$ cat config.mk
export PLATFORM = sky130hd
export DESIGN_NAME = rtc_time_trim
export DESIGN_NICKNAME = d
export VERILOG_FILES = /design/src/core/rtc_time_trim.v
export VERILOG_INCLUDE_DIRS = /design/src /design/src/core
export SDC_FILE = /design/constraint.sdc
export NUM_CORES = 1
export LEC_CHECK = 0
export BUFFER_PORTS_ARGS = -buffer_cell sky130_fd_sc_hd__buf_2
export CAP_MARGIN = 25
export CORE_MARGIN = 4
export CORE_UTILIZATION = 55
export DETAILED_ROUTE_END_ITERATION = 8
export MAX_ROUTING_LAYER = met4
export PLACE_DENSITY = 0.79
export SLEW_MARGIN = 15
export SYNTH_ARGS = -nofsm -noshare
export SYNTH_HDL_FRONTEND = slang
export SYNTH_SLANG_ARGS = --single-unit
$ cat constraint.sdc
create_clock -name clock_i -period 5.6 [get_ports clock_i]
set_input_delay 1.12 -clock clock_i [delete_from_list [all_inputs] [get_ports clock_i]]
set_output_delay 1.12 -clock clock_i [all_outputs]
set_load 0.05 [all_outputs]
$ cat src/core/rtc_trim_defs.vh
`ifndef RTC_TRIM_DEFS_VH
`define RTC_TRIM_DEFS_VH

// timing
`define CLK_MHZ         16'h0028
`define HALT_TIME_US    16'h0064
`define HALT_CYC        (`HALT_TIME_US * `CLK_MHZ)

// crystal nominal pulses per second
`define XTAL_A_HZ       17'h0_8000
`define XTAL_B_HZ       17'h0_7D00
`define TRIM_LAST_SEC   5'h13

// register byte addresses
`define A_CTRL1         8'h00
`define A_CTRL2         8'h04
`define A_TRIM          8'h08
`define A_IRQ_STAT      8'h0C
`define A_IRQ_CLR       8'h10
`define A_IRQ_EN        8'h14
`define A_TIME          8'h18

// control 1 field positions
`define C1_PSEL_LO      0
`define C1_PSEL_HI      2
`define C1_TEST         3
`define C1_CLKDIS       4
`define C1_XSEL         5
`define C1_ALM2         6
`define C1_ALM1         7
`define C1_HFMT         8
`define C1_W            9

// control 2 field positions
`define C2_HALT         0

// interrupt bits
`define IRQ_HALT        0
`define IRQ_SEC         1
`define IRQ_W           2

// reset values
`define CTRL1_RST       9'h000
`define TRIM_RST        7'h00
`define IRQ_RST         2'h0
`define HALT_RST        1'b1

`endif

$ cat src/core/rtc_time_trim.v
// What this block does
// - trim one second in every twenty
// - middle five code bits zero: no trim
// - code is seven-bit two's complement
// - positive codes lengthen second, slowing time
// - negative codes shorten second, speeding time
// - clock output is raw, untrimmed crystal
// - halt flag set: clock output driven
// - stopped crystal sets halt flag
// - halt flag forces control 1 and trim bits zero
// - power-up sets halt flag
// - halt flag stays until host clears
`timescale 1ns/1ps
`include "rtc_trim_defs.vh"

module rtc_time_trim #(
    parameter [15:0] HALT_CYC = `HALT_CYC
) (
    input  wire        clock_i,            // 40 MHz system clock
    input  wire        rst_i,              // sync reset, power-on
    input  wire        psel_i,             // apb select
    input  wire        penable_i,          // apb enable
    input  wire        pwrite_i,           // apb write
    input  wire [7:0]  paddr_i,            // apb byte address
    input  wire [31:0] pwdata_i,           // apb write data
    input  wire        crystal_in_i,       // crystal level
    output reg  [31:0] prdata_o,           // apb read data
    output reg         pready_o,           // apb ready
    output reg         pslverr_o,          // apb error
    output reg         crystal_out_o,      // inverted crystal drive
    output reg         low_freq_clk_out_o, // raw crystal clock
    output reg         low_freq_clk_oe_o,  // clock output enable
    output reg         sec_tick_o,         // trimmed second pulse
    output reg         irq_o               // level interrupt
);

    localparam [15:0] HALT_LAST = HALT_CYC - 16'h0001;

    // second length for the given code
    function [16:0] sec_len;
        input [6:0] code;
        input       xsel_n;
        input       trim_sec;
        reg   [16:0] base;
        reg   [6:0]  mag;
        begin
            base = xsel_n ? `XTAL_B_HZ : `XTAL_A_HZ;
            mag  = 7'h00 - code;
            if (!trim_sec) begin
                sec_len = base;
            end else if (code[5:1] == 5'h00) begin
                sec_len = base;
            end else if (!code[6]) begin
                sec_len = base + {10'h000, code[5:0], 1'b0} - 17'h0_0002;
            end else begin
                sec_len = base - {9'h000, mag, 1'b0};
            end
        end
    endfunction

    // register address check
    function is_addr;
        input [7:0] a;
        input [7:0] b;
        begin
            is_addr = (a == b);
        end
    endfunction

    reg                xin_reg;
    reg                xin_d_reg;
    reg  [15:0]        idle_reg;
    reg                halted_reg;
    reg                halt_flag_reg;
    reg  [`C1_W-1:0]   ctrl1_reg;
    reg  [6:0]         trim_reg;
    reg  [`IRQ_W-1:0]  stat_reg;
    reg  [`IRQ_W-1:0]  en_reg;
    reg  [16:0]        sub_reg;
    reg  [4:0]         sec_idx_reg;
    reg  [31:0]        rd_next;
    reg                err_next;
    reg  [`IRQ_W-1:0]  stat_next;
    reg                halt_flag_next;

    wire osc_tick;
    wire halt_evt;
    wire wr_acc;
    wire setup;
    wire sec_end;
    wire [16:0] cur_len;
    wire [`IRQ_W-1:0] evt;
    wire [`IRQ_W-1:0] clr;

    assign osc_tick = xin_reg & ~xin_d_reg;
    assign setup    = psel_i & ~penable_i;
    assign wr_acc   = psel_i & penable_i & pready_o & pwrite_i;

    assign halt_evt = ~halted_reg & ~osc_tick & (idle_reg == HALT_LAST);

    assign cur_len = sec_len(trim_reg, ctrl1_reg[`C1_XSEL],
                             sec_idx_reg == `TRIM_LAST_SEC);
    assign sec_end = osc_tick & (sub_reg == cur_len - 17'h0_0001);

    assign evt[`IRQ_HALT] = halt_evt;
    assign evt[`IRQ_SEC]  = sec_end;
    assign clr = (wr_acc && is_addr(paddr_i, `A_IRQ_CLR))
               ? pwdata_i[`IRQ_W-1:0] : {`IRQ_W{1'b0}};

    // crystal sampling and edge detect
    always @(posedge clock_i) begin
        if (rst_i) begin
            xin_reg   <= 1'b0;
            xin_d_reg <= 1'b0;
        end else begin
            xin_reg   <= crystal_in_i;
            xin_d_reg <= xin_reg;
        end
    end

    // oscillator watchdog; a timeout well above one crystal period
    // avoids false halts from jitter, at the cost of slower detection
    always @(posedge clock_i) begin
        if (rst_i) begin
            idle_reg   <= 16'h0000;
            halted_reg <= 1'b0;
        end else if (osc_tick) begin
            idle_reg   <= 16'h0000;
            halted_reg <= 1'b0;
        end else if (idle_reg == HALT_LAST) begin
            halted_reg <= 1'b1;
        end else begin
            idle_reg   <= idle_reg + 16'h0001;
        end
    end

    always @* begin
        halt_flag_next = halt_flag_reg;
        if (wr_acc && is_addr(paddr_i, `A_CTRL2) && !pwdata_i[`C2_HALT]) begin
            halt_flag_next = 1'b0;
        end
        if (halt_evt || halted_reg) begin
            halt_flag_next = 1'b1;
        end
    end

    always @(posedge clock_i) begin
        if (rst_i) begin
            halt_flag_reg <= `HALT_RST;
        end else begin
            halt_flag_reg <= halt_flag_next;
        end
    end

    // configuration registers
    always @(posedge clock_i) begin
        if (rst_i) begin
            ctrl1_reg <= `CTRL1_RST;
            trim_reg  <= `TRIM_RST;
            en_reg    <= `IRQ_RST;
        end else begin
            if (wr_acc && is_addr(paddr_i, `A_CTRL1)) begin
                ctrl1_reg <= pwdata_i[`C1_W-1:0];
            end else if (wr_acc && is_addr(paddr_i, `A_TRIM)) begin
                trim_reg <= pwdata_i[6:0];
            end else if (wr_acc && is_addr(paddr_i, `A_IRQ_EN)) begin
                en_reg <= pwdata_i[`IRQ_W-1:0];
            end
            if (halt_flag_next) begin
                ctrl1_reg <= `CTRL1_RST;
                trim_reg  <= `TRIM_RST;
            end
        end
    end

    // second prescaler
    always @(posedge clock_i) begin
        if (rst_i) begin
            sub_reg     <= 17'h0_0000;
            sec_idx_reg <= 5'h00;
            sec_tick_o  <= 1'b0;
        end else begin
            sec_tick_o <= sec_end;
            if (sec_end) begin
                sub_reg <= 17'h0_0000;
                if (sec_idx_reg == `TRIM_LAST_SEC) begin
                    sec_idx_reg <= 5'h00;
                end else begin
                    sec_idx_reg <= sec_idx_reg + 5'h01;
                end
            end else if (osc_tick) begin
                sub_reg <= sub_reg + 17'h0_0001;
            end
        end
    end

    always @* begin
        stat_next = (stat_reg & ~clr) | evt;
    end

    // interrupt status; event beats clear
    always @(posedge clock_i) begin
        if (rst_i) begin
            stat_reg <= `IRQ_RST;
            irq_o    <= 1'b0;
        end else begin
            stat_reg <= stat_next;
            irq_o    <= |(stat_next & en_reg);
        end
    end

    // crystal pins and clock output
    always @(posedge clock_i) begin
        if (rst_i) begin
            crystal_out_o      <= 1'b1;
            low_freq_clk_out_o <= 1'b0;
            low_freq_clk_oe_o  <= 1'b1;
        end else begin
            crystal_out_o      <= ~xin_reg;
            low_freq_clk_out_o <= xin_reg;
            low_freq_clk_oe_o  <= halt_flag_next | ~ctrl1_reg[`C1_CLKDIS];
        end
    end

    // apb read decode
    always @* begin
        rd_next  = 32'h0000_0000;
        err_next = 1'b0;
        if (is_addr(paddr_i, `A_CTRL1)) begin
            rd_next[`C1_W-1:0] = ctrl1_reg;
        end else if (is_addr(paddr_i, `A_CTRL2)) begin
            rd_next[`C2_HALT] = halt_flag_reg;
        end else if (is_addr(paddr_i, `A_TRIM)) begin
            rd_next[6:0] = trim_reg;
        end else if (is_addr(paddr_i, `A_IRQ_STAT)) begin
            rd_next[`IRQ_W-1:0] = stat_reg;
        end else if (is_addr(paddr_i, `A_IRQ_CLR)) begin
            rd_next = 32'h0000_0000;
        end else if (is_addr(paddr_i, `A_IRQ_EN)) begin
            rd_next[`IRQ_W-1:0] = en_reg;
        end else if (is_addr(paddr_i, `A_TIME)) begin
            rd_next[16:0]  = sub_reg;
            rd_next[20:16] = sec_idx_reg;
        end else begin
            err_next = 1'b1;
        end
    end

    // one wait-free access phase: answer is prepared at setup
    always @(posedge clock_i) begin
        if (rst_i) begin
            prdata_o  <= 32'h0000_0000;
            pready_o  <= 1'b0;
            pslverr_o <= 1'b0;
        end else if (setup) begin
            prdata_o  <= pwrite_i ? 32'h0000_0000 : rd_next;
            pready_o  <= 1'b1;
            pslverr_o <= err_next;
        end else begin
            pready_o  <= 1'b0;
            pslverr_o <= 1'b0;
        end
    end

endmodule // rtc_time_trim

# Word level (Yosys, flattened, before mapping)
# Index checks and enable logic that the tools add are counted.
# word_totals
inputBits,46
regBits,100
latchBits,0
elab_cells,107
mem_bits_rw,0
mem_count,0
mem_bits_ro,0
out_inout_bits,39
# classes
mux,33
div,0
order_cmp,0
mul,0
reduce_logical,17
eq_ne,9
shifts,0
n_addsub,8
bitwise_logic,22
# op_table
cell,n
$mux 21,12
$mux 17,3
$mux 19,2
$mux 32,1
$eq 8x5->1 const B,3
$mux 23,1
$mux 20,1
$add 16x7->17,1
$add 17x1->17 const B,1
$eq 17x17->1,1
$sub 16x8->17,1
$sub 17x1->17 const B,1
$sub 17x2->17 const B,1
$add 16x1->16 const B,1
$eq 16x12->1 const B,1
$eq 8x4->1 const B,2
$mux 16,1
$mux 14,1
$mux 9,1
$not 1->1,9
$and 1x1->1,8
$eq 8x3->1 const B,1
$logic_not 8->1,1
$reduce_or 2->1,4
18 further kinds,30

# Longest topological paths before layout
# Gate-level depths: netlist of run 1.
# logic_depth
ltp_word,19
mapped_depth,17

# Least setup slack after synthesis of run 1
# No wires, ideal clock.
# synth_timing
kind,register -> register
from,register trim_reg[0]
to,register sec_idx_reg[2]
n_path_buf,2
arrival_time_ps,3860
slack_ps,1670
path_stages_with_launch,17
period_less_slack_ps,3930
path_cell_list,dfxtp_1 -> buf_1 -> inv_1 -> ha_1 -> or3b_1 -> clkbuf_1 -> nand3_1 -> ha_1 -> xnor2_1 -> or3b_2 -> o22ai_1 -> a32o_1 -> nor4bb_1 -> and4_1 -> nand4_4 -> or4_1 -> a21oi_1
# synth_via
elab_chain_len,8
# synth_rtl
item,line_no,text
from (decl),rtc_time_trim.v:76,reg [6:0] trim_reg;
from (signal assigned),rtc_time_trim.v:159,trim_reg <= `TRIM_RST;
from (signal assigned),rtc_time_trim.v:165,trim_reg <= pwdata_i[6:0];
from (signal assigned),rtc_time_trim.v:171,trim_reg <= `TRIM_RST;
$add 16x7->17 / $sub 1x7->7 (equally long branches),"rtc_time_trim.v:54, rtc_time_trim.v:48",
$sub 17x2->17 / $sub 16x8->17 (equally long branches),"rtc_time_trim.v:54, rtc_time_trim.v:56",
$mux 17 (*),rtc_time_trim.v:53,end else if (!code[6]) begin
$mux 17 (*),rtc_time_trim.v:51,end else if (code[5:1] == 5'h00) begin
$mux 17 (*),rtc_time_trim.v:49,if (!trim_sec) begin
$sub 17x1->17 (*),rtc_time_trim.v:103,assign sec_end = osc_tick & (sub_reg == cur_len - 17'h0_0001);
$eq 17x17->1 (*),rtc_time_trim.v:103,
$and 1x1->1 (*),rtc_time_trim.v:103,
to (signal assigned),rtc_time_trim.v:189,sec_idx_reg <= sec_idx_reg + 5'h01;
to (decl),rtc_time_trim.v:80,reg [4:0] sec_idx_reg;
# Mark *: on every way between the ends. The rest lies on a longest branch, timed or not.
# A chain may end at the register's enable or synchronous reset.

# Final worst setup path of run 1
# layout_timing
from,register trim_reg[0]
to,register sub_reg[1]
# layout_via
elab_chain_len,9
# layout_rtl
item,line_no,text
$add 16x7->17 / $sub 1x7->7 (equally long branches),"rtc_time_trim.v:54, rtc_time_trim.v:48",
$sub 17x2->17 / $sub 16x8->17 (equally long branches),"rtc_time_trim.v:54, rtc_time_trim.v:56",
$mux 17 (*),rtc_time_trim.v:53,
$mux 17 (*),rtc_time_trim.v:51,
$mux 17 (*),rtc_time_trim.v:49,
$sub 17x1->17 (*),rtc_time_trim.v:103,
$eq 17x17->1 (*),rtc_time_trim.v:103,
$and 1x1->1 (*),rtc_time_trim.v:103,
$reduce_or 2->1 (no line) (*),--,
to (signal assigned),rtc_time_trim.v:192,sub_reg <= sub_reg + 17'h0_0001;
to (decl),rtc_time_trim.v:79,reg [16:0] sub_reg;
# Marks and branches as above.

==> metrics.yaml, run 1 <==
status:
  status: "complete, no violations"
worst_setup_path:
  slowest_stage: "dfxtp_1"
  crit_top_cell: "ha_1"
  arrival_ps: 4790
  required_ps: 5830
  critical_path.max_stage_delay_ps: 620
  cp_cell_sequence: "inv_1, ha_1, or3b_1, nand3_1, ha_1, xnor2_1, or3b_2, o22ai_1, a32o_1, nor4bb_1, and4_1, nand4_4, nand2_1, nor2_1"
  critPathMaxFanout: 17
  path_delay_family: "simple AND/OR/NAND/NOR gates"
  critical_path_buf_inv_count: 1
  cp-start-kind: "register"
  crit_type: "register to register"
  setup.worst_path.end_class: "register"
sta:
  timing.hold.ws_ps: 443
  rsz0062_at_grt: "false"
  slew_headroom_pct: 36.7
  setup_violations: 0
  final_period_minus_worst_setup_slack_ps: 4560
  period_share_pct: 81.5
  tightest_slew_ps: 940
  drv_slew: 0
  max_freq_mhz: 219
  fin_skew_ps: 13.0
  hold_violations: 0
  tns_ps: 0
floorplan:
  rows: 33
  die-area_sq_um: 10300
  fp.dieH_microns: 101
  die_w_microns: 101
  start_util_pct: 57.4
  ios: 85
  coreArea_sq_um: 8340
cells_and_area:
  final_cell_area_sq_um: 5220
  nNetsFinal: 667
  largest_reg_flops: 21
  area_delta_synth_final_pct: 8.99
  diodes: 0
  drive_above_1_share_pct: 13.1
clocking:
  cts_root_buf: "clkbuf_8"
  cts_setup_buffers: 0
  clk_latency_ps: 370
  cts_tree: "yes"
  post_cts_resized: 0
  cts.path.max_buffers: 2
  cts_htree_levels: 3
  clk_pin_slew_worst_paths_ps: 90
  cts_hold_buffers: 0
  cts_made_buffers: 9
  clock_sinks: 89
grt:
  grt_pass1_vias: 4009
  grt_max_degree: 39
  track_usage_pct: 23.3
  gr-total-overflow: 0
  antenna_found_initial: 0
  grt_pass1_wl_microns: 18800
synthesis:
  synthFlopType: "dfxtp_1"
  syn-mean-instance-area_sq_um: 8.17
  synth-edff-count: 0
  syn-cell-area_sq_um: 4790
  seq_area_frac_synth_pct: 37.2
  yosysWarningCount: 0
  synth_top_area_share_pct: 37.2
  yosysTopAreaCell: "dfxtp_1"
  yosys_register_bits: 89
  yosys-top-cells-count: "nor2_1, dfxtp_1, nand2_1, clkbuf_1"
  async_reset_ff_share_pct: 0
  synth.most_common_cell: "nor2_1"
  ys_top_cells_by_area: "dfxtp_1, nor2_1, mux2i_1"
  netlist-cell-type-count: 66
  netlist_instances: 586
place:
  postPlaceCellArea_sq_um: 5020
  hpwl_microns: 8120
  portBuffers: 50
  routabilityCongestion: 0.895
flow_run:
  cap_violations: 0
route:
  viasPerCell: 5.82
  drc_errors: 0
  ant_nets: 0
  dr.pass1.iters: 5
  routedWlPerCell_microns: 15.6
  vias: 4217
  first_iter_violations: 392
  routed_wl_microns: 11300
power_and_ir_drop:
  power_density_nw_per_um2: 223
  leakagePower_nw: 2.00
  ir_drop_v: 0.000201
min_path:
  hold_class: "register to register"
==> where the power goes <==
part | switching, W | total, W | internal [W]
logic | 0.0000489 | 0.0000651 | 0.0000162
registers | 0.00000551 | 0.000643 | 0.000638
clock network | 0.000240 | 0.000453 | 0.000213
total | 0.000295 | 0.00116 | 0.000866
==> placed cells by master, fill, tap and decap left out, types with 5 or more instances in the layout <==
cell type / count
nor2_1: 90
dfxtp_1: 89
nand2_1: 52
buf_2: 51
mux2i_1: 24
a21oi_1: 24
xor2_1: 24
nor3_1: 22
a22oi_1: 21
xnor2_1: 18
o21ai_0: 17
nand3_1: 17
inv_1: 12
or3_1: 12
conb_1: 11
clkbuf_8: 9
nor4_1: 7
nand2b_1: 7
nor2b_1: 7
nand4_1: 6
nand3b_1: 6
and3_1: 6
ha_1: 6
o211ai_1: 5
==> worst paths after layout <==
path                            cells past startpoint                 to  slack [ps]          from
worst max-delay path                               14         sub_reg[1]        1040   trim_reg[0]
worst min-delay path                                1  low_freq_clk_oe_o         440  ctrl1_reg[4]
worst max register to register                     14         sub_reg[1]        1040   trim_reg[0]
worst min register to register                      1  low_freq_clk_oe_o         440  ctrl1_reg[4]
==> stage by stage <==
| step | power (W) | setup WS, ps | utilization (%) | instances |
|---|---|---|---|---|
| floorplan | 0.000710 | 1670 | - | 596 |
| global placement | 0.000720 | 1350 | 60.1 | 708 |
| detailed placement | 0.000722 | 1100 | 60.1 | 709 |
| CTS | 0.00116 | 1080 | 62.6 | 725 |
| global route | 0.00120 | 751 | 62.6 | 725 |
| finish | 0.00116 | 1040 | 62.6 | 725 |
==> kinds of logic after synthesis <==
logic type | share of synthesized area, %
AO/OA/AOI/OAI | 14.2
XOR/XNOR | 8.15
adder cells (fa/ha/maj) | 1.57
buffers and inverters | 5.78
flip-flops | 37.2
multiplexers | 5.02
other | 0.0783
AND/OR/NAND/NOR | 28.0
==> worst register-to-register path, cell delays in order (launching register included) <==
cell	delay, ps
dfxtp_1	620
inv_1	210
ha_1	410
or3b_1	510
nand3_1	160
ha_1	230
xnor2_1	130
or3b_2	460
o22ai_1	160
a32o_1	190
nor4bb_1	260
and4_1	270
nand4_4	200
nand2_1	510
nor2_1	110
==> metal layers <==
metal	global-route usage, %	routed length (microns)
met3	3.58	606
met4	7.36	178
met1	28.9	4930
met5	-	0
met2	38.8	5580
==> cell type report <==
type / instances / area, sq um
Tap cell: 105 / 131
Sequential cell: 89 / 1780
Multi-Input combinational cell: 448 / 2770
Clock inverter: 6 / 73.8
Fill cell: 728 / 3120
Inverter: 12 / 45.0
Timing Repair Buffer: 55 / 285
Clock buffer: 10 / 128
No activity file was read; power rests on OpenSTA's default activity.
==> inputs of run 2 (changes only) <==
--- a/config.mk
+++ b/config.mk
@@ -9,10 +9,10 @@
 export BUFFER_PORTS_ARGS = -buffer_cell sky130_fd_sc_hd__buf_2
 export CAP_MARGIN = 25
 export CORE_MARGIN = 4
-export CORE_UTILIZATION = 55
+export CORE_UTILIZATION = 51
 export DETAILED_ROUTE_END_ITERATION = 8
 export MAX_ROUTING_LAYER = met4
-export PLACE_DENSITY = 0.79
+export PLACE_DENSITY = 0.77
 export SLEW_MARGIN = 15
 export SYNTH_ARGS = -nofsm -noshare
 export SYNTH_HDL_FRONTEND = slang
==> constraint.sdc (replaced) <==
create_clock -name clock_i -period 3.9 [get_ports clock_i]
set_input_delay 0.78 -clock clock_i [delete_from_list [all_inputs] [get_ports clock_i]]
set_output_delay 0.78 -clock clock_i [all_outputs]
set_load 0.05 [all_outputs]
==> run 2 against run 1 <==
Die area is 7.2% higher; fmax is 24% higher; first-iteration DRC count is 8.2% lower; combinational power is 46% higher; critical path type unchanged.
==> metrics.yaml, run 2 (synthesis results as in run 1) <==
cells_and_area:
  regArea_sq_um: 1780  # +0.14%
  area_delta_synth_final_pct: 11.8
  nNetsFinal: 680  # +1.9%
  drive_above_1_share_pct: 16.6  # +3.5 points
  final_cell_mix: "nor2_1, dfxtp_1, nand2_1"
  nFillCells: 817  # +12%
  multiInputGateArea_sq_um: 2810  # +1.4%
  final_common_cell: "nor2_1"
  largest_reg_flops: 21  # unchanged
  diodes: 0  # unchanged
  utilization_pct: 58.2  # -4.4 points
worst_setup_path:
  r2r_slack_ps: 220  # -810 ps
  cp-start-kind: "register"
  r2r_start: "trim_reg[0]"
  arrival_ps: 3960  # -830 ps
  r2r_end: "sec_idx_reg[0]"
  required_ps: 4190  # -1640 ps
  ff2ff_path_depth: 15  # +1
  crit_type: "register to register"
  critPathMaxFanout: 8  # -9
  setup.worst_path.end_class: "register"
clocking:
  clk_latency_ps: 360  # about the same
  cts_made_buffers: 9  # unchanged
  cts_tree: "yes"
  cts.path.max_buffers: 2  # unchanged
  cts_hold_buffers: 0  # unchanged
  cts_htree_levels: 3  # unchanged
  cts_setup_buffers: 0  # unchanged
  cts_root_buf: "clkbuf_8"
  clock_sinks: 89  # unchanged
  clk_pin_slew_worst_paths_ps: 100  # about the same
min_path:
  min_from: "ctrl1_reg[4]"
  min_to: "low_freq_clk_oe_o"
  whs_path_depth: 1  # unchanged
  hold_class: "register to register"
grt:
  track_usage_pct: 21.3  # -2.0 points
  antenna_found_initial: 0  # unchanged
  grt_max_degree: 39  # unchanged
  grt_pass1_wl_microns: 18900  # +0.67%
  grt_pass1_vias: 4055  # +1.1%
  gr-total-overflow: 0  # unchanged
route:
  ant_nets: 0  # unchanged
  routed_wl_microns: 11500  # +1.6%
  first_iter_violations: 360  # -8.2%
  vias: 4273  # +1.3%
  routedWlPerCell_microns: 15.4  # -1.0%
  drc_errors: 0  # unchanged
  dr.pass1.iters: 5  # unchanged
  viasPerCell: 5.74  # -1.3%
sta:
  period_share_pct: 94.3  # +13 points
  drv_slew: 0  # unchanged
  final_period_minus_worst_setup_slack_ps: 3680  # -886 ps
  slew_headroom_pct: 53.8  # +17 points
  tightest_slew_ps: 693  # -247 ps
  setup_violations: 0  # unchanged
  hold_violations: 0  # unchanged
  max_freq_mhz: 272  # +24%
  fin_skew_ps: 11.1  # -1.90 ps
power_and_ir_drop:
  switchingPower_w: 0.000423  # +44%
  p_clk_share_pct: 37.2  # -1.8 points
  pwr-share-seq_pct: 56.9  # +1.5 points
  leakagePower_nw: 2.06  # +3.4%
  ir_drop_v: 0.000250  # +25%
  p_int_w: 0.00120  # +38%
  swShare_pct: 26.1  # +0.72 points
  p_total_w: 0.00162  # +40%
  pwr-share-comb_pct: 5.9  # +0.3 points
  power_density_nw_per_um2: 303  # +36%
floorplan:
  die-area_sq_um: 11000  # +7.2%
  ios: 85  # unchanged
  coreArea_sq_um: 9200  # +10%
  die_w_microns: 105  # +3.5%
  start_util_pct: 52.1  # -5.3 points
  fp.dieH_microns: 105  # +3.5%
  rows: 35  # +6.1%
place:
  routabilityCongestion: 0.902  # +0.83%
  hpwl_microns: 8290  # +2.0%
  portBuffers: 50  # unchanged
status:
  status: "complete, no violations"
flow_run:
  cap_violations: 0  # unchanged
[run 2: worst max path at each step]
stage,from,endpoint,slack (ps)
final,trim_reg[0],sec_idx_reg[0],220
after global routing,trim_reg[0],sec_idx_reg[2],-2
after CTS,sec_idx_reg[0],sec_idx_reg[2],60
after detailed placement,sec_idx_reg[0],sec_idx_reg[2],50
after global placement,sec_idx_reg[0],sec_idx_reg[0],160
after floorplan,trim_reg[1],sec_idx_reg[2],30
[run 2: area by class of cell]
class,instances,area share [%]
clock buffers,10,2.57
well taps,111,2.60
clock inverters,6,0.912
inverters,12,0.842
flip-flops and latches,89,33.3
multi-input cells,448,52.5
repair buffers,68,7.20
[run 2: power by group through the flow]
| stage | sequential (W) | clock (W) | combinational, W |
|---|---|---|---|
| floorplan | 0.000948 | 0 | 0.0000714 |
| global placement | 0.000944 | 0 | 0.0000917 |
| detailed placement | 0.000944 | 0 | 0.0000941 |
| CTS | 0.000923 | 0.000617 | 0.0000944 |
| global route | 0.000925 | 0.000653 | 0.000103 |
| finish | 0.000923 | 0.000603 | 0.0000953 |
[run 2: repair_timing]
action | 4_1_cts | 5_1_grt
endpoints found under the setup margin | 1 | 24
pin swaps | 0 | 1
resized for setup | 2 | 9
cloned | 0 | 0
[run 2: worst max-delay path: stages (launching register included)]
cell and delay [ps]:
dfxtp_1 340, inv_1 100, ha_4 280, or3b_4 430, nand3_1 120, ha_2 200, xnor2_1 100, or3b_2 460
o22ai_1 150, a32o_1 160, nand2_1 60, nor4b_1 290, and3_1 190, nand4b_1 220, or3_1 370, a21oi_1 140
[run 2: per-stage QoR]
| stage | hold slack [ps] | setup WS (ps) | instance area, sq um | TNS, ps | std cells |
|---|---|---|---|---|---|
| detailed placement | 424 | 48.4 | 5120 | 0 | 728 |
| global placement | 422 | 156 | 5120 | 0 | 728 |
| CTS | 444 | 57.5 | 5310 | 0 | 744 |
| global route | 456 | -1.76 | 5350 | -1.76 | 744 |
| finish | 438 | 224 | 5350 | 0 | 744 |
| floorplan | 370 | 28.7 | 4830 | 0 | 596 |
[run 2: per-layer routing]
layer | vias to the layer above | global-route usage, % | part of all wire, %
met4 | 0 | 6.75 | 1.5
li1 | 2126 | - | -
met1 | 2001 | 26.0 | 43
met5 | - | - | 0
met2 | 131 | 35.9 | 50
met3 | 15 | 3.71 | 5.3
